[src/ssp_pkg.sv]
// shared constants and types for the simplified spi master channel
package ssp_pkg;

  // register byte offsets on the axi4-lite port
  localparam int unsigned ADDR_W = 6;
  localparam logic [5:0] OFF_DATA = 6'h00;
  localparam logic [5:0] OFF_MODE = 6'h04;
  localparam logic [5:0] OFF_COMM = 6'h08;
  localparam logic [5:0] OFF_STAT = 6'h0c;
  localparam logic [5:0] OFF_FCLR = 6'h10;
  localparam logic [5:0] OFF_START = 6'h14;
  localparam logic [5:0] OFF_STOP = 6'h18;
  localparam logic [5:0] OFF_OUTEN = 6'h1c;
  localparam logic [5:0] OFF_OLVL = 6'h20;
  localparam logic [5:0] OFF_PRESC = 6'h24;

  // field positions
  localparam int unsigned DATA_DIV_LSB = 9;
  localparam int unsigned COMM_DAP = 0;
  localparam int unsigned COMM_CKP = 1;
  localparam int unsigned COMM_LSB = 2;
  localparam int unsigned COMM_LEN8 = 3;
  localparam int unsigned STAT_OVF = 0;
  localparam int unsigned STAT_BFF = 5;
  localparam int unsigned STAT_BUSY = 6;
  localparam int unsigned OLVL_DATA = 0;
  localparam int unsigned OLVL_CLK = 1;

  // reset values
  localparam logic [7:0] DATA_RST = 8'h00;
  localparam logic OLVL_DATA_RST = 1'b1;
  localparam logic OLVL_CLK_RST = 1'b1;
  localparam logic SCK_IDLE = 1'b1;

  // frame lengths and axi answers
  localparam logic [3:0] LEN_SHORT = 4'h7;
  localparam logic [3:0] LEN_LONG = 4'h8;
  localparam logic [1:0] RESP_OKAY = 2'h0;
  localparam logic [1:0] RESP_SLVERR = 2'h2;

  typedef struct packed {
    logic len8;
    logic lsb_first;
    logic clock_polarity_sel;
    logic data_phase_sel;
  } ssp_cfg_s;

  localparam ssp_cfg_s CFG_RST = '{len8: 1'b1, lsb_first: 1'b0,
                                   clock_polarity_sel: 1'b0, data_phase_sel: 1'b0};

  typedef enum logic [1:0] {
    ST_IDLE = 2'b00,
    ST_LEAD = 2'b01,
    ST_SHIFT = 2'b11
  } ssp_state_e;

endpackage : ssp_pkg

[src/ssp_clk_div.sv]
// operation clock prescaler and transfer clock half-period divider
`timescale 1ns/1ps
module ssp_clk_div #(
  parameter int unsigned PRE_W = 4,
  parameter int unsigned DIV_W = 7
) (
  // clock and reset
  input wire logic clk_i,
  input wire logic rst_i,
  // control
  input wire logic run_i,
  input wire logic [PRE_W-1:0] presc_i,
  input wire logic [DIV_W-1:0] div_i,
  // half-period enable
  output logic tick_o
);

  localparam int unsigned PCNT_W = (1 << PRE_W) - 1;

  logic [PCNT_W-1:0] pcnt_q;
  logic [DIV_W-1:0] dcnt_q;
  logic [PCNT_W-1:0] mask;
  logic mck_en;

  // mask of the low presc bits; all ones there marks one operation clock
  assign mask = PCNT_W'((PCNT_W+1)'(1) << presc_i) - PCNT_W'(1);
  assign mck_en = &(pcnt_q | ~mask);
  assign tick_o = run_i && mck_en && (dcnt_q == div_i);

  always_ff @(posedge clk_i or posedge rst_i) begin
    if (rst_i) begin
      pcnt_q <= '0;
    end else if (!run_i) begin
      pcnt_q <= '0;
    end else begin
      pcnt_q <= pcnt_q + PCNT_W'(1);
    end
  end

  always_ff @(posedge clk_i or posedge rst_i) begin
    if (rst_i) begin
      dcnt_q <= '0;
    end else if (!run_i || tick_o) begin
      dcnt_q <= '0;
    end else if (mck_en) begin
      dcnt_q <= dcnt_q + DIV_W'(1);
    end
  end

endmodule : ssp_clk_div

[src/ssp_spi_master.sv]
// simplified spi master full-duplex channel with axi4-lite registers
`timescale 1ns/1ps
// Overview of operation
// - irq at transfer end or at buffer empty, per irq_source_sel.
// - sck at most fclk/2 first channel, fclk/4 others; min fclk/(2*2^15*128).
// - data phase 0 starts data with first edge; 1 starts half period earlier.
// - clock_polarity_sel 0 keeps serial clock normal, 1 inverts it.
// - data write while buffer_full_flag set overwrites buffered transmit data.
// - reading data during transfer returns pending transmit data, shift untouched.
// - irq_source_sel may change while running, before the final last bit.
// - writing data_low_byte starts a transfer driving data and clock lines.
// - transfer clock divides operation clock by divider in data upper bits.
// - writing 1 to start_trigger_bit sets channel_enabled_status and starts.
// - host masks irq, writes stop_trigger_bit; channel then halts.
// - overrun is the only error the channel detects.
module ssp_spi_master #(
  parameter int unsigned PRE_W = 4,
  parameter int unsigned DIV_W = 7,
  parameter bit FIRST_CH = 1'b1
) (
  // clock and reset
  input wire logic clk_i,
  input wire logic rst_i,
  // axi4-lite write address, data and response
  input wire logic [ssp_pkg::ADDR_W-1:0] s_axi_awaddr,
  input wire logic s_axi_awvalid,
  output logic s_axi_awready,
  input wire logic [31:0] s_axi_wdata,
  input wire logic [3:0] s_axi_wstrb,
  input wire logic s_axi_wvalid,
  output logic s_axi_wready,
  output logic [1:0] s_axi_bresp,
  output logic s_axi_bvalid,
  input wire logic s_axi_bready,
  // axi4-lite read
  input wire logic [ssp_pkg::ADDR_W-1:0] s_axi_araddr,
  input wire logic s_axi_arvalid,
  output logic s_axi_arready,
  output logic [31:0] s_axi_rdata,
  output logic [1:0] s_axi_rresp,
  output logic s_axi_rvalid,
  input wire logic s_axi_rready,
  // serial pins
  output logic serial_clock_line_o,
  output logic serial_clock_oe_o,
  output logic data_out_line_o,
  output logic data_out_oe_o,
  input wire logic data_in_line_i,
  // channel event
  output logic channel_irq_o
);

  localparam int unsigned DATA_HI = ssp_pkg::DATA_DIV_LSB + DIV_W - 1;

  function automatic logic hit(input logic [ssp_pkg::ADDR_W-1:0] a,
                               input logic [5:0] off);
    hit = (a[ssp_pkg::ADDR_W-1:2] == off[5:2]);
  endfunction : hit

  // position of the i-th transmitted bit inside the byte
  function automatic logic [2:0] bit_pos(input logic [2:0] i, input ssp_pkg::ssp_cfg_s c);
    logic [3:0] len;
    len = c.len8 ? ssp_pkg::LEN_LONG : ssp_pkg::LEN_SHORT;
    bit_pos = c.lsb_first ? i : 3'(len - 4'(i) - 4'h1);
  endfunction : bit_pos

  // axi write and read channel state
  logic aw_q, w_q, bvalid_q, rvalid_q;
  logic [ssp_pkg::ADDR_W-1:0] awaddr_q;
  logic [31:0] wdata_q, rdata_q;
  logic [3:0] wstrb_q;
  logic [1:0] bresp_q, rresp_q;
  logic wr_fire, rd_fire;

  // registers
  ssp_pkg::ssp_cfg_s cfg_q;
  logic irq_sel_q, oe_q, en_q;
  logic [1:0] lvl_q;
  logic [DIV_W-1:0] div_q;
  logic [PRE_W-1:0] pre_q;
  logic [7:0] tx_buf_q, tx_sh_q, rx_buf_q, rx_sh_q;
  logic bff_q, rx_unread_q, ovf_q;

  // engine
  ssp_pkg::ssp_state_e st_q;
  logic [3:0] half_q;
  logic sck_q, so_q, irq_q, sck_pin_q, so_pin_q;
  logic si_meta_q, si_q;
  logic tick, busy, load, done, even;
  logic [2:0] idx, nidx;
  logic [3:0] half_last;
  logic [7:0] rx_next;
  logic [DIV_W-1:0] div_eff;

  assign s_axi_awready = !aw_q && !bvalid_q;
  assign s_axi_wready = !w_q && !bvalid_q;
  assign s_axi_bvalid = bvalid_q;
  assign s_axi_bresp = bresp_q;
  assign s_axi_arready = !rvalid_q;
  assign s_axi_rvalid = rvalid_q;
  assign s_axi_rdata = rdata_q;
  assign s_axi_rresp = rresp_q;
  assign wr_fire = aw_q && w_q && !bvalid_q;
  assign rd_fire = s_axi_arvalid && !rvalid_q;

  // address and data may arrive in either order
  always_ff @(posedge clk_i or posedge rst_i) begin
    if (rst_i) begin
      aw_q <= 1'b0;
      w_q <= 1'b0;
      awaddr_q <= '0;
      wdata_q <= '0;
      wstrb_q <= '0;
      bvalid_q <= 1'b0;
      bresp_q <= ssp_pkg::RESP_OKAY;
    end else begin
      if (s_axi_awvalid && s_axi_awready) begin
        aw_q <= 1'b1;
        awaddr_q <= s_axi_awaddr;
      end
      if (s_axi_wvalid && s_axi_wready) begin
        w_q <= 1'b1;
        wdata_q <= s_axi_wdata;
        wstrb_q <= s_axi_wstrb;
      end
      if (wr_fire) begin
        aw_q <= 1'b0;
        w_q <= 1'b0;
        bvalid_q <= 1'b1;
        bresp_q <= (awaddr_q <= ssp_pkg::OFF_PRESC && !hit(awaddr_q, ssp_pkg::OFF_STAT))
                   ? ssp_pkg::RESP_OKAY : ssp_pkg::RESP_SLVERR;
      end else if (s_axi_bready) begin
        bvalid_q <= 1'b0;
      end
    end
  end

  // read answer one cycle after the address is taken
  always_ff @(posedge clk_i or posedge rst_i) begin
    if (rst_i) begin
      rvalid_q <= 1'b0;
      rdata_q <= '0;
      rresp_q <= ssp_pkg::RESP_OKAY;
    end else if (rd_fire) begin
      rvalid_q <= 1'b1;
      rresp_q <= ssp_pkg::RESP_OKAY;
      rdata_q <= '0;
      if (hit(s_axi_araddr, ssp_pkg::OFF_DATA)) begin
        rdata_q[DATA_HI:ssp_pkg::DATA_DIV_LSB] <= div_q;
        rdata_q[7:0] <= (busy && bff_q) ? tx_buf_q : rx_buf_q;
      end else if (hit(s_axi_araddr, ssp_pkg::OFF_MODE)) begin
        rdata_q[0] <= irq_sel_q;
      end else if (hit(s_axi_araddr, ssp_pkg::OFF_COMM)) begin
        rdata_q[3:0] <= cfg_q;
      end else if (hit(s_axi_araddr, ssp_pkg::OFF_STAT)) begin
        rdata_q[ssp_pkg::STAT_OVF] <= ovf_q;
        rdata_q[ssp_pkg::STAT_BFF] <= bff_q;
        rdata_q[ssp_pkg::STAT_BUSY] <= busy;
      end else if (hit(s_axi_araddr, ssp_pkg::OFF_START)) begin
        rdata_q[0] <= en_q;
      end else if (hit(s_axi_araddr, ssp_pkg::OFF_OUTEN)) begin
        rdata_q[0] <= oe_q;
      end else if (hit(s_axi_araddr, ssp_pkg::OFF_OLVL)) begin
        rdata_q[1:0] <= lvl_q;
      end else if (hit(s_axi_araddr, ssp_pkg::OFF_PRESC)) begin
        rdata_q[PRE_W-1:0] <= pre_q;
      end else if (!hit(s_axi_araddr, ssp_pkg::OFF_FCLR)
                   && !hit(s_axi_araddr, ssp_pkg::OFF_STOP)) begin
        rresp_q <= ssp_pkg::RESP_SLVERR;
      end
    end else if (s_axi_rready) begin
      rvalid_q <= 1'b0;
    end
  end

  // configuration registers; writable whether busy or idle
  always_ff @(posedge clk_i or posedge rst_i) begin
    if (rst_i) begin
      cfg_q <= ssp_pkg::CFG_RST;
      irq_sel_q <= 1'b0;
      oe_q <= 1'b0;
      lvl_q <= {ssp_pkg::OLVL_CLK_RST, ssp_pkg::OLVL_DATA_RST};
      div_q <= '0;
      pre_q <= '0;
    end else if (wr_fire && wstrb_q[0]) begin
      if (hit(awaddr_q, ssp_pkg::OFF_MODE)) begin
        irq_sel_q <= wdata_q[0];
      end
      if (hit(awaddr_q, ssp_pkg::OFF_COMM)) begin
        cfg_q <= wdata_q[3:0];
      end
      if (hit(awaddr_q, ssp_pkg::OFF_OUTEN)) begin
        oe_q <= wdata_q[0];
      end
      if (hit(awaddr_q, ssp_pkg::OFF_OLVL)) begin
        lvl_q <= wdata_q[1:0];
      end
      if (hit(awaddr_q, ssp_pkg::OFF_PRESC)) begin
        pre_q <= wdata_q[PRE_W-1:0];
      end
    end else if (wr_fire && wstrb_q[1] && hit(awaddr_q, ssp_pkg::OFF_DATA)) begin
      div_q <= wdata_q[DATA_HI:ssp_pkg::DATA_DIV_LSB];
    end
  end

  // other channels need at least two system clocks per half period
  assign div_eff = (!FIRST_CH && pre_q == '0 && div_q == '0) ? DIV_W'(1) : div_q;

  ssp_clk_div #(
    .PRE_W(PRE_W),
    .DIV_W(DIV_W)
  ) u_div (
    .clk_i(clk_i),
    .rst_i(rst_i),
    .run_i(busy),
    .presc_i(pre_q),
    .div_i(div_eff),
    .tick_o(tick)
  );

  // data input is a pin, so it is synchronised first
  always_ff @(posedge clk_i or posedge rst_i) begin
    if (rst_i) begin
      si_meta_q <= 1'b0;
      si_q <= 1'b0;
    end else begin
      si_meta_q <= data_in_line_i;
      si_q <= si_meta_q;
    end
  end

  assign busy = (st_q != ssp_pkg::ST_IDLE);
  assign load = !busy && en_q && bff_q;
  assign even = !half_q[0];
  assign idx = bit_pos(half_q[3:1], cfg_q);
  assign nidx = bit_pos(3'(half_q[3:1] + 3'h1), cfg_q);
  assign half_last = cfg_q.len8 ? 4'(2 * ssp_pkg::LEN_LONG - 1) : 4'(2 * ssp_pkg::LEN_SHORT - 1);
  assign done = (st_q == ssp_pkg::ST_SHIFT) && tick && (half_q == half_last);

  // sample on the falling half with data phase 1, else on the rising half
  always_comb begin
    rx_next = rx_sh_q;
    if (tick && st_q == ssp_pkg::ST_SHIFT && (even == cfg_q.data_phase_sel)) begin
      rx_next[idx] = si_q;
    end
  end

  // enable and buffer: start, stop and data writes
  always_ff @(posedge clk_i or posedge rst_i) begin
    if (rst_i) begin
      en_q <= 1'b0;
      bff_q <= 1'b0;
      tx_buf_q <= ssp_pkg::DATA_RST;
    end else begin
      if (load) begin
        bff_q <= 1'b0;
      end
      if (wr_fire && wstrb_q[0]) begin
        if (hit(awaddr_q, ssp_pkg::OFF_START) && wdata_q[0]) begin
          en_q <= 1'b1;
        end
        if (hit(awaddr_q, ssp_pkg::OFF_STOP) && wdata_q[0]) begin
          en_q <= 1'b0;
          bff_q <= 1'b0;
        end
        if (hit(awaddr_q, ssp_pkg::OFF_DATA)) begin
          tx_buf_q <= wdata_q[7:0];
          bff_q <= 1'b1;
        end
      end
    end
  end

  // shift engine
  always_ff @(posedge clk_i or posedge rst_i) begin
    if (rst_i) begin
      st_q <= ssp_pkg::ST_IDLE;
      half_q <= '0;
      tx_sh_q <= ssp_pkg::DATA_RST;
      rx_sh_q <= ssp_pkg::DATA_RST;
      sck_q <= ssp_pkg::SCK_IDLE;
      so_q <= ssp_pkg::OLVL_DATA_RST;
    end else if (wr_fire && wstrb_q[0] && hit(awaddr_q, ssp_pkg::OFF_STOP) && wdata_q[0]) begin
      st_q <= ssp_pkg::ST_IDLE;
      sck_q <= ssp_pkg::SCK_IDLE;
    end else if (wr_fire && wstrb_q[0] && hit(awaddr_q, ssp_pkg::OFF_OLVL) && !busy) begin
      so_q <= wdata_q[ssp_pkg::OLVL_DATA];
    end else begin
      unique case (st_q)
        ssp_pkg::ST_IDLE: begin
          if (load) begin
            tx_sh_q <= tx_buf_q;
            half_q <= '0;
            rx_sh_q <= '0;
            if (cfg_q.data_phase_sel) begin
              so_q <= tx_buf_q[bit_pos(3'h0, cfg_q)];
              st_q <= ssp_pkg::ST_LEAD;
            end else begin
              st_q <= ssp_pkg::ST_SHIFT;
            end
          end
        end
        ssp_pkg::ST_LEAD: begin
          if (tick) begin
            st_q <= ssp_pkg::ST_SHIFT;
          end
        end
        ssp_pkg::ST_SHIFT: begin
          if (tick) begin
            rx_sh_q <= rx_next;
            sck_q <= !even;
            half_q <= half_q + 4'h1;
            if (even && !cfg_q.data_phase_sel) begin
              so_q <= tx_sh_q[idx];
            end
            if (!even && cfg_q.data_phase_sel && !done) begin
              so_q <= tx_sh_q[nidx];
            end
            if (done) begin
              st_q <= ssp_pkg::ST_IDLE;
            end
          end
        end
      endcase
    end
  end

  // receive buffer, overrun and the channel event
  always_ff @(posedge clk_i or posedge rst_i) begin
    if (rst_i) begin
      rx_buf_q <= ssp_pkg::DATA_RST;
      rx_unread_q <= 1'b0;
      ovf_q <= 1'b0;
      irq_q <= 1'b0;
    end else begin
      irq_q <= (load && irq_sel_q) || (done && !irq_sel_q);
      if (rd_fire && hit(s_axi_araddr, ssp_pkg::OFF_DATA) && !(busy && bff_q)) begin
        rx_unread_q <= 1'b0;
      end
      if (wr_fire && wstrb_q[0] && hit(awaddr_q, ssp_pkg::OFF_FCLR)
          && wdata_q[ssp_pkg::STAT_OVF]) begin
        ovf_q <= 1'b0;
      end
      // a completion in the clear cycle still counts
      if (done) begin
        rx_buf_q <= rx_next;
        rx_unread_q <= 1'b1;
        if (rx_unread_q) begin
          ovf_q <= 1'b1;
        end
      end
    end
  end

  // pins are registered; disabled output shows the programmed idle levels
  always_ff @(posedge clk_i or posedge rst_i) begin
    if (rst_i) begin
      sck_pin_q <= ssp_pkg::OLVL_CLK_RST;
      so_pin_q <= ssp_pkg::OLVL_DATA_RST;
    end else begin
      sck_pin_q <= (oe_q && busy) ? (sck_q ^ cfg_q.clock_polarity_sel)
                                  : lvl_q[ssp_pkg::OLVL_CLK];
      so_pin_q <= oe_q ? so_q : lvl_q[ssp_pkg::OLVL_DATA];
    end
  end

  assign serial_clock_line_o = sck_pin_q;
  assign data_out_line_o = so_pin_q;
  assign serial_clock_oe_o = oe_q;
  assign data_out_oe_o = oe_q;
  assign channel_irq_o = irq_q;

endmodule : ssp_spi_master

[config.mk]
export PLATFORM = sky130hd
export DESIGN_NAME = ssp_spi_master
export DESIGN_NICKNAME = d
export VERILOG_FILES = /design/src/ssp_pkg.sv /design/src/ssp_clk_div.sv /design/src/ssp_spi_master.sv
export SDC_FILE = /design/constraint.sdc
export NUM_CORES = 1
export LEC_CHECK = 0
export BUFFER_PORTS_ARGS = -buffer_cell sky130_fd_sc_hd__buf_4
export CAP_MARGIN = 10
export CORE_MARGIN = 2
export CORE_UTILIZATION = 58
export DETAILED_ROUTE_END_ITERATION = 8
export PLACE_DENSITY = 0.81
export RECOVER_POWER = 100
export SLEW_MARGIN = 25
export SYNTH_ARGS = -nofsm -noshare
export SYNTH_HDL_FRONTEND = slang
export SYNTH_SLANG_ARGS = --single-unit
[constraint.sdc]
create_clock -name clk_i -period 5.6 [get_ports clk_i]
set_input_delay 0.56 -clock clk_i [delete_from_list [all_inputs] [get_ports clk_i]]
set_output_delay 0.56 -clock clk_i [all_outputs]
set_load 0.05 [all_outputs]
# == After elaboration in Yosys (flattened, before gate mapping) ==
# Index checks and enable logic that the tools add are counted.
# op_classes
n_mul,0
muxes,95
n_shift,1
n_addsub,10
n_lt_le_gt_ge,5
reduce_logical,81
n_eq_ne,34
bitwise_logic,6
div,0
# ops
op,count
$mux W2,24
$mux W1,41
$logic_and A1 B1 Y1,37
$eq A4 B3 Y1 const B,8
$mux W8,4
$mux W3,8
$reduce_bool A2 Y1,11
$mux W7,3
$mux W4,5
$eq A4 B2 Y1 const B,4
$eq A4 B4 Y1 const B,4
$pmux W8 S2,1
$reduce_and A2 Y1,8
$add A15 B1 Y15 const B,1
$mux W15,1
$not A15 Y15,1
$or A15 B15 Y15,1
$reduce_and A15 Y1,1
$shl A1 B4 Y15 const A,1
$sub A15 B2 Y15 const B,1
$logic_not A1 Y1,13
$lt A3 B4 Y1 const B,3
$ne A3 B3 Y1 const B,4
$reduce_and A5 Y1,2
other kinds (31),45
# totals
in_bits,56
register_bits,137
word_cells,270
latchBits,0
n_memories,0
ramBits,0
mem_bits_ro,0
out_inout_bits,46

# == Longest topological paths before layout ==
# logic_depth
depth_word,15
ltp_mapped,16
depth_no_buf,11

# == Modules after synthesis ==
# Synthesis repeated with hierarchy kept, for this count alone.
# unflattened
cells_unflattened,682
area_unflattened_um2,7048.0
# modules_own_cells
module,cells_each,area_each_um2,n_inst
ssp_spi_master,522,5584.1,1
ssp_clk_div,160,1463.9,1

# == Worst setup path before layout ==
# No wires, ideal clock.
# synth_timing
path_type,register to register
start,register pre_q[0]
end,register rx_buf_q[0]
path_stages_with_launch,15
setup_slack_ns,2.437
required_time_ns,5.475
period_less_slack_ns,3.163
arrival_time_ns,3.038
setup_ns,0.125
path_cell_list,dfrtp_1 buf_2 nor3_2 nand2b_1 ha_1 buf_2 nand2_1 nor3_1 a2111oi_4 o2111ai_2 nor3_4 buf_6 and3_4 mux2_4 mux2_4
# synth_between
elab_chain_len,10
word_cells_on_any_way,11
cone_classes,1 x add/sub; 1 x shift; 1 x mux; 2 x bitwise; 6 x reduce/logical
# synth_rtl
item,line,source
start: declaration,ssp_spi_master.sv:80,logic [PRE_W-1:0] pre_q;
start signal: assignment,ssp_spi_master.sv:199,pre_q <= wdata_q[PRE_W-1:0];
$shl A1 B4 Y15 (*),ssp_clk_div.sv:26,assign mask = PCNT_W'((PCNT_W+1)'(1) << presc_i) - PCNT_W'(1);
$sub A15 B2 Y15 (*),ssp_clk_div.sv:26,
$not A15 Y15 (*),ssp_clk_div.sv:27,assign mck_en = &(pcnt_q | ~mask);
$or A15 B15 Y15 (*),ssp_clk_div.sv:27,
$reduce_and A15 Y1 (*),ssp_clk_div.sv:27,
$logic_and A1 B1 Y1 (*) (2 in series),ssp_clk_div.sv:28,assign tick_o = run_i && mck_en && (dcnt_q == div_i);
$logic_and A1 B1 Y1 (*),"ssp_spi_master.sv:238, ssp_spi_master.sv:243",
$logic_and A1 B1 Y1,ssp_spi_master.sv:243,if (tick && st_q == ssp_pkg::ST_SHIFT && (even == cfg_q.data_phase_sel)) begin
$mux W8,ssp_spi_master.sv:243,
end signal: assignment,ssp_spi_master.sv:331,rx_buf_q <= ssp_pkg::DATA_RST;
end signal: assignment,ssp_spi_master.sv:346,rx_buf_q <= rx_next;
end: declaration,ssp_spi_master.sv:81,"logic [7:0] tx_buf_q, tx_sh_q, rx_buf_q, rx_sh_q;"
# Mark *: on every way between the ends. The rest lies on a longest branch, timed or not.
# A chain may end at the register's enable or synchronous reset.

# == Final worst setup path ==
# layout_timing
start,register pre_q[1]
end,register st_q[1]
# layout_between
elab_chain_len,11
word_cells_on_any_way,13
cone_classes,1 x add/sub; 3 x eq/ne; 1 x shift; 2 x bitwise; 6 x reduce/logical
# layout_rtl
item,line,source
$shl A1 B4 Y15 (*),ssp_clk_div.sv:26,
$sub A15 B2 Y15 (*),ssp_clk_div.sv:26,
$not A15 Y15 (*),ssp_clk_div.sv:27,
$or A15 B15 Y15 (*),ssp_clk_div.sv:27,
$reduce_and A15 Y1 (*),ssp_clk_div.sv:27,
$logic_and A1 B1 Y1 (*) (2 in series),ssp_clk_div.sv:28,
$logic_and A1 B1 Y1 (2 in series),ssp_spi_master.sv:238,assign done = (st_q == ssp_pkg::ST_SHIFT) && tick && (half_q == half_last);
$ne A3 B2 Y1 (no line),n/a,
$reduce_and A5 Y1 (no line) (*),n/a,
end signal: assignment,ssp_spi_master.sv:277,st_q <= ssp_pkg::ST_IDLE;
end signal: assignment,ssp_spi_master.sv:284,st_q <= ssp_pkg::ST_IDLE;
end signal: assignment,ssp_spi_master.sv:297,st_q <= ssp_pkg::ST_LEAD;
end: declaration,ssp_spi_master.sv:85,ssp_pkg::ssp_state_e st_q;
# Marks and branches as above.

==> run_results.csv <==
group,metric,value,unit
die,die_h,116,um
worst_setup_path,critical_path_class,"register to register",
clock_tree,cts_buffers,17,
place,dp.final_hpwl,11500,um
clock_tree,cts_tree,"yes",
clock_tree,cts_max_level,4,
synth,synth_area,7280,um2
hold_path,hold_path_end,"si_meta_q$_DFF_PP0_",
finish,diodes,0,
worst_setup_path,cp_max_fo,15,
timing,finalCriticalPeriod,4.29,ns
timing,fin_tns_setup,0,ns
pwr,power_density,554,nW/um2
timing,finClkSkew,0.00757,ns
synth,yosys_warnings,0,
finish,final_common_cell,"dfrtp_1",
pwr,ir_drop,0.367,mV
finish,drive_above_1_share,0.225,
timing,fmax,233,MHz
die,core.rowCount,40,
place,place.port_buffers,61,
timing,slew-limit-headroom,-0.837,
timing,maxSlewViolCount,150,
clock_tree,cts.repair.resized,0,
pwr,p_leak,3.66,nW
finish,area_growth,11.7,%
worst_setup_path,critPathArrivalTime,4.58,ns
worst_setup_path,critPathCaptureType,"register",
synth,synth_cell_types,84,
synth,netlist.area_leader.share,0.437,
clock_tree,path_clk_slew,0.06,ns
route,vias,5441,
timing,setup_ws,1.31,ns
clock_tree,cts-hold-fix-buffers,0,
grt,grt_first_pass_wirelength,27200,um
route,drt_iter0_markers,280,
route,finalWirelength,16600,um
worst_setup_path,slowest_delay,1.38,ns
grt,grt.overflow.total,0,
worst_setup_path,critical_path.most_common_cell,"nor3_1",
finish,num-nets-final,801,
synth,yosysSeqAreaShare,0.462,
synth,ys_top_cells_by_area,"dfrtp_1 44%, mux2_2 11%, o21ai_0 3.4%, nand2_1 2.9%, mux2i_1 2.8%",
clock_tree,post_cts_buffers,0,
synth,synth.largest_area_cell,"dfrtp_1",
worst_setup_path,reg2reg_depth,11,
synth,synthFlopType,"dfrtp_1",
timing,rsz0062_at_grt,"false",
die,core,12100,um2
route,drt_drc_violations_left,0,
hold_path,whs_path_depth,1,
synth,avgSynthCellArea,10.6,um2
place,dp_slack,1.79,ns
timing,finalSetupViolCount,0,
timing,hold_viol,0,
route,dr.pass1.iters,5,
grt,grt_pass1_vias,5369,
worst_setup_path,cp_slowest_cell,"nor3_1",
run_status,violations,"max-capacitance violations, max-slew violations",
run_status,status,"finished with violations",
run,cap_violations,3,
die,die_x,116,um
synth,ys_seq_elements,134,
timing,final.period_utilization,0.766,
worst_setup_path,worstPathRequired,5.89,ns
hold_path,holdCritPathClass,"input port to register",
clock_tree,root_buffer,"clkbuf_16",
clock_tree,cts_sinks,134,
route,drtAntennaViolNets,0,
grt,antenna_found_initial,0,
worst_setup_path,r2r_slack,1.31,ns
grt,grt_usage,0.264,
synth,synth_edf_count,0,
clock_tree,clk_latency,0.43,ns
grt,grt_max_degree,73,
die,io_pins,102,
route,wl_per_cell,18.3,um
clock_tree,cts.path.max_buffers,2,
worst_setup_path,r2r-end,"st_q[1]$_DFFE_PP0P_",
die,start_util,0.601,
place,gp_congestion,0.884,
worst_setup_path,worstPathCellList,"nor3_1 > nand2b_1 > ha_1 > nand2_1 > nor3_1 > a2111oi_4 > o2111ai_2 > nor3_1 > a311oi_1 > mux2i_1 > nor2_1",
route,via_per_inst,5.97,
synth,syn_inst,685,
synth,async_flop_share,1.00,
timing,tightest_slew,2.74,ns
worst_setup_path,r2r_start,"pre_q[1]$_DFFE_PP0P_",
worst_setup_path,startpoint,"pre_q[1]$_DFFE_PP0P_",
finish,layout_common_cells,"127 x dfrtp_1, 69 x mux2_2, 57 x nand2_1",
die,fp.dieArea,13500,um2
worst_setup_path,crit_path_start_kind,"register",
hold_path,hold_start,"data_in_line_i",
[metal layers]
layer | GRT usage | wire, um | up-vias
li1 | - | - | 2491
met4 | 0.112 | 403 | 0
met5 | 0 | 0 | -
met3 | 0.0612 | 946 | 42
met1 | 0.348 | 7230 | 2709
met2 | 0.424 | 8050 | 199
[worst max-delay path: cells and delay by family, from the launching register on]
kind / cells / cell delay, ns
AOI/OAI and AO/OA: 3 / 0.85
DFF: 1 / 0.55
adders and majority gates: 1 / 0.37
muxes: 1 / 0.25
and+or+nand+nor: 6 / 2.13
[cells by family (layout without fill, tap and decap cells)]
logic type / count (synthesis) / after routing / synth area share
xor gates and xnor gates: 27 / 27 / 0.0325
muxes: 100 / 100 / 0.152
buffers and inverters: 87 / 127 / 0.0607
and+or+nand+nor: 197 / 197 / 0.149
AOI/OAI and AO/OA: 124 / 124 / 0.115
DFF: 134 / 134 / 0.462
adders and majority gates: 15 / 15 / 0.0279
other: 1 / 19 / 0.000515
[Yosys cell counts, drive strengths merged (16+ instances only)]
library cell and count:
dfrtp 127, mux2 80, nand2 57, o21ai 50, nor2 38, buf 32, inv 30, clkbuf 24
nand3 21, a21oi 20, mux2i 20, and3 16
[final cells by class]
class	count	area, um2
sequential	134	3360
tap	168	210
multi-input combinational	482	3490
clock buffer	17	425
timing repair buffer	64	373
inverter	31	118
clock inverter	15	144
fill	917	3990
[through the flow]
stage          utilization  power (mW)  instance area [um2]  cells  hold slack (ns)
2_1_floorplan            -        3.08                 7340    703            0.331
3_3_place_gp         0.637        3.38                 7710    879            0.333
3_5_place_dp         0.637        3.48                 7710    879            0.337
4_1_cts              0.684        4.58                 8280    911            0.218
5_1_grt              0.671        4.77                 8130    911            0.243
6_report             0.671        4.50                 8130    911            0.257
[registers in the layout, summed over array words and instances (netlist names), 6 cells and up]
signal and flops:
div_eff 7, rx_sh_q 8, u_div.dcnt_q 7, tx_buf_q 8
u_div.pcnt_q 15, wdata_q 15, tx_sh_q 8, awaddr_q 6
rx_buf_q 8, s_axi_rdata 15
[how the worst max path moves through the flow]
stage | endpoint | slack (ns) | cells past startpoint
detailed placement | rx_sh_q[6]$_DFFE_PP0P_ | 1.79 | 11
CTS | rx_sh_q[4]$_DFFE_PP0P_ | 1.76 | 11
global placement | rx_sh_q[6]$_DFFE_PP0P_ | 1.91 | 11
floorplan | aw_q$_DFFE_PP0P_ | 1.47 | 1
global route | st_q[1]$_DFFE_PP0P_ | 0.96 | 11
finish | st_q[1]$_DFFE_PP0P_ | 1.31 | 11
[where the power goes]
part / internal [mW] / switching, mW / leakage (nW)
combinational: 0.752 / 1.11 / 1.65
sequential: 1.23 / 0.330 / 1.75
clock: 0.618 / 0.455 / 0.268
total: 2.60 / 1.90 / 3.66
No activity file was read; power rests on OpenSTA's default activity.
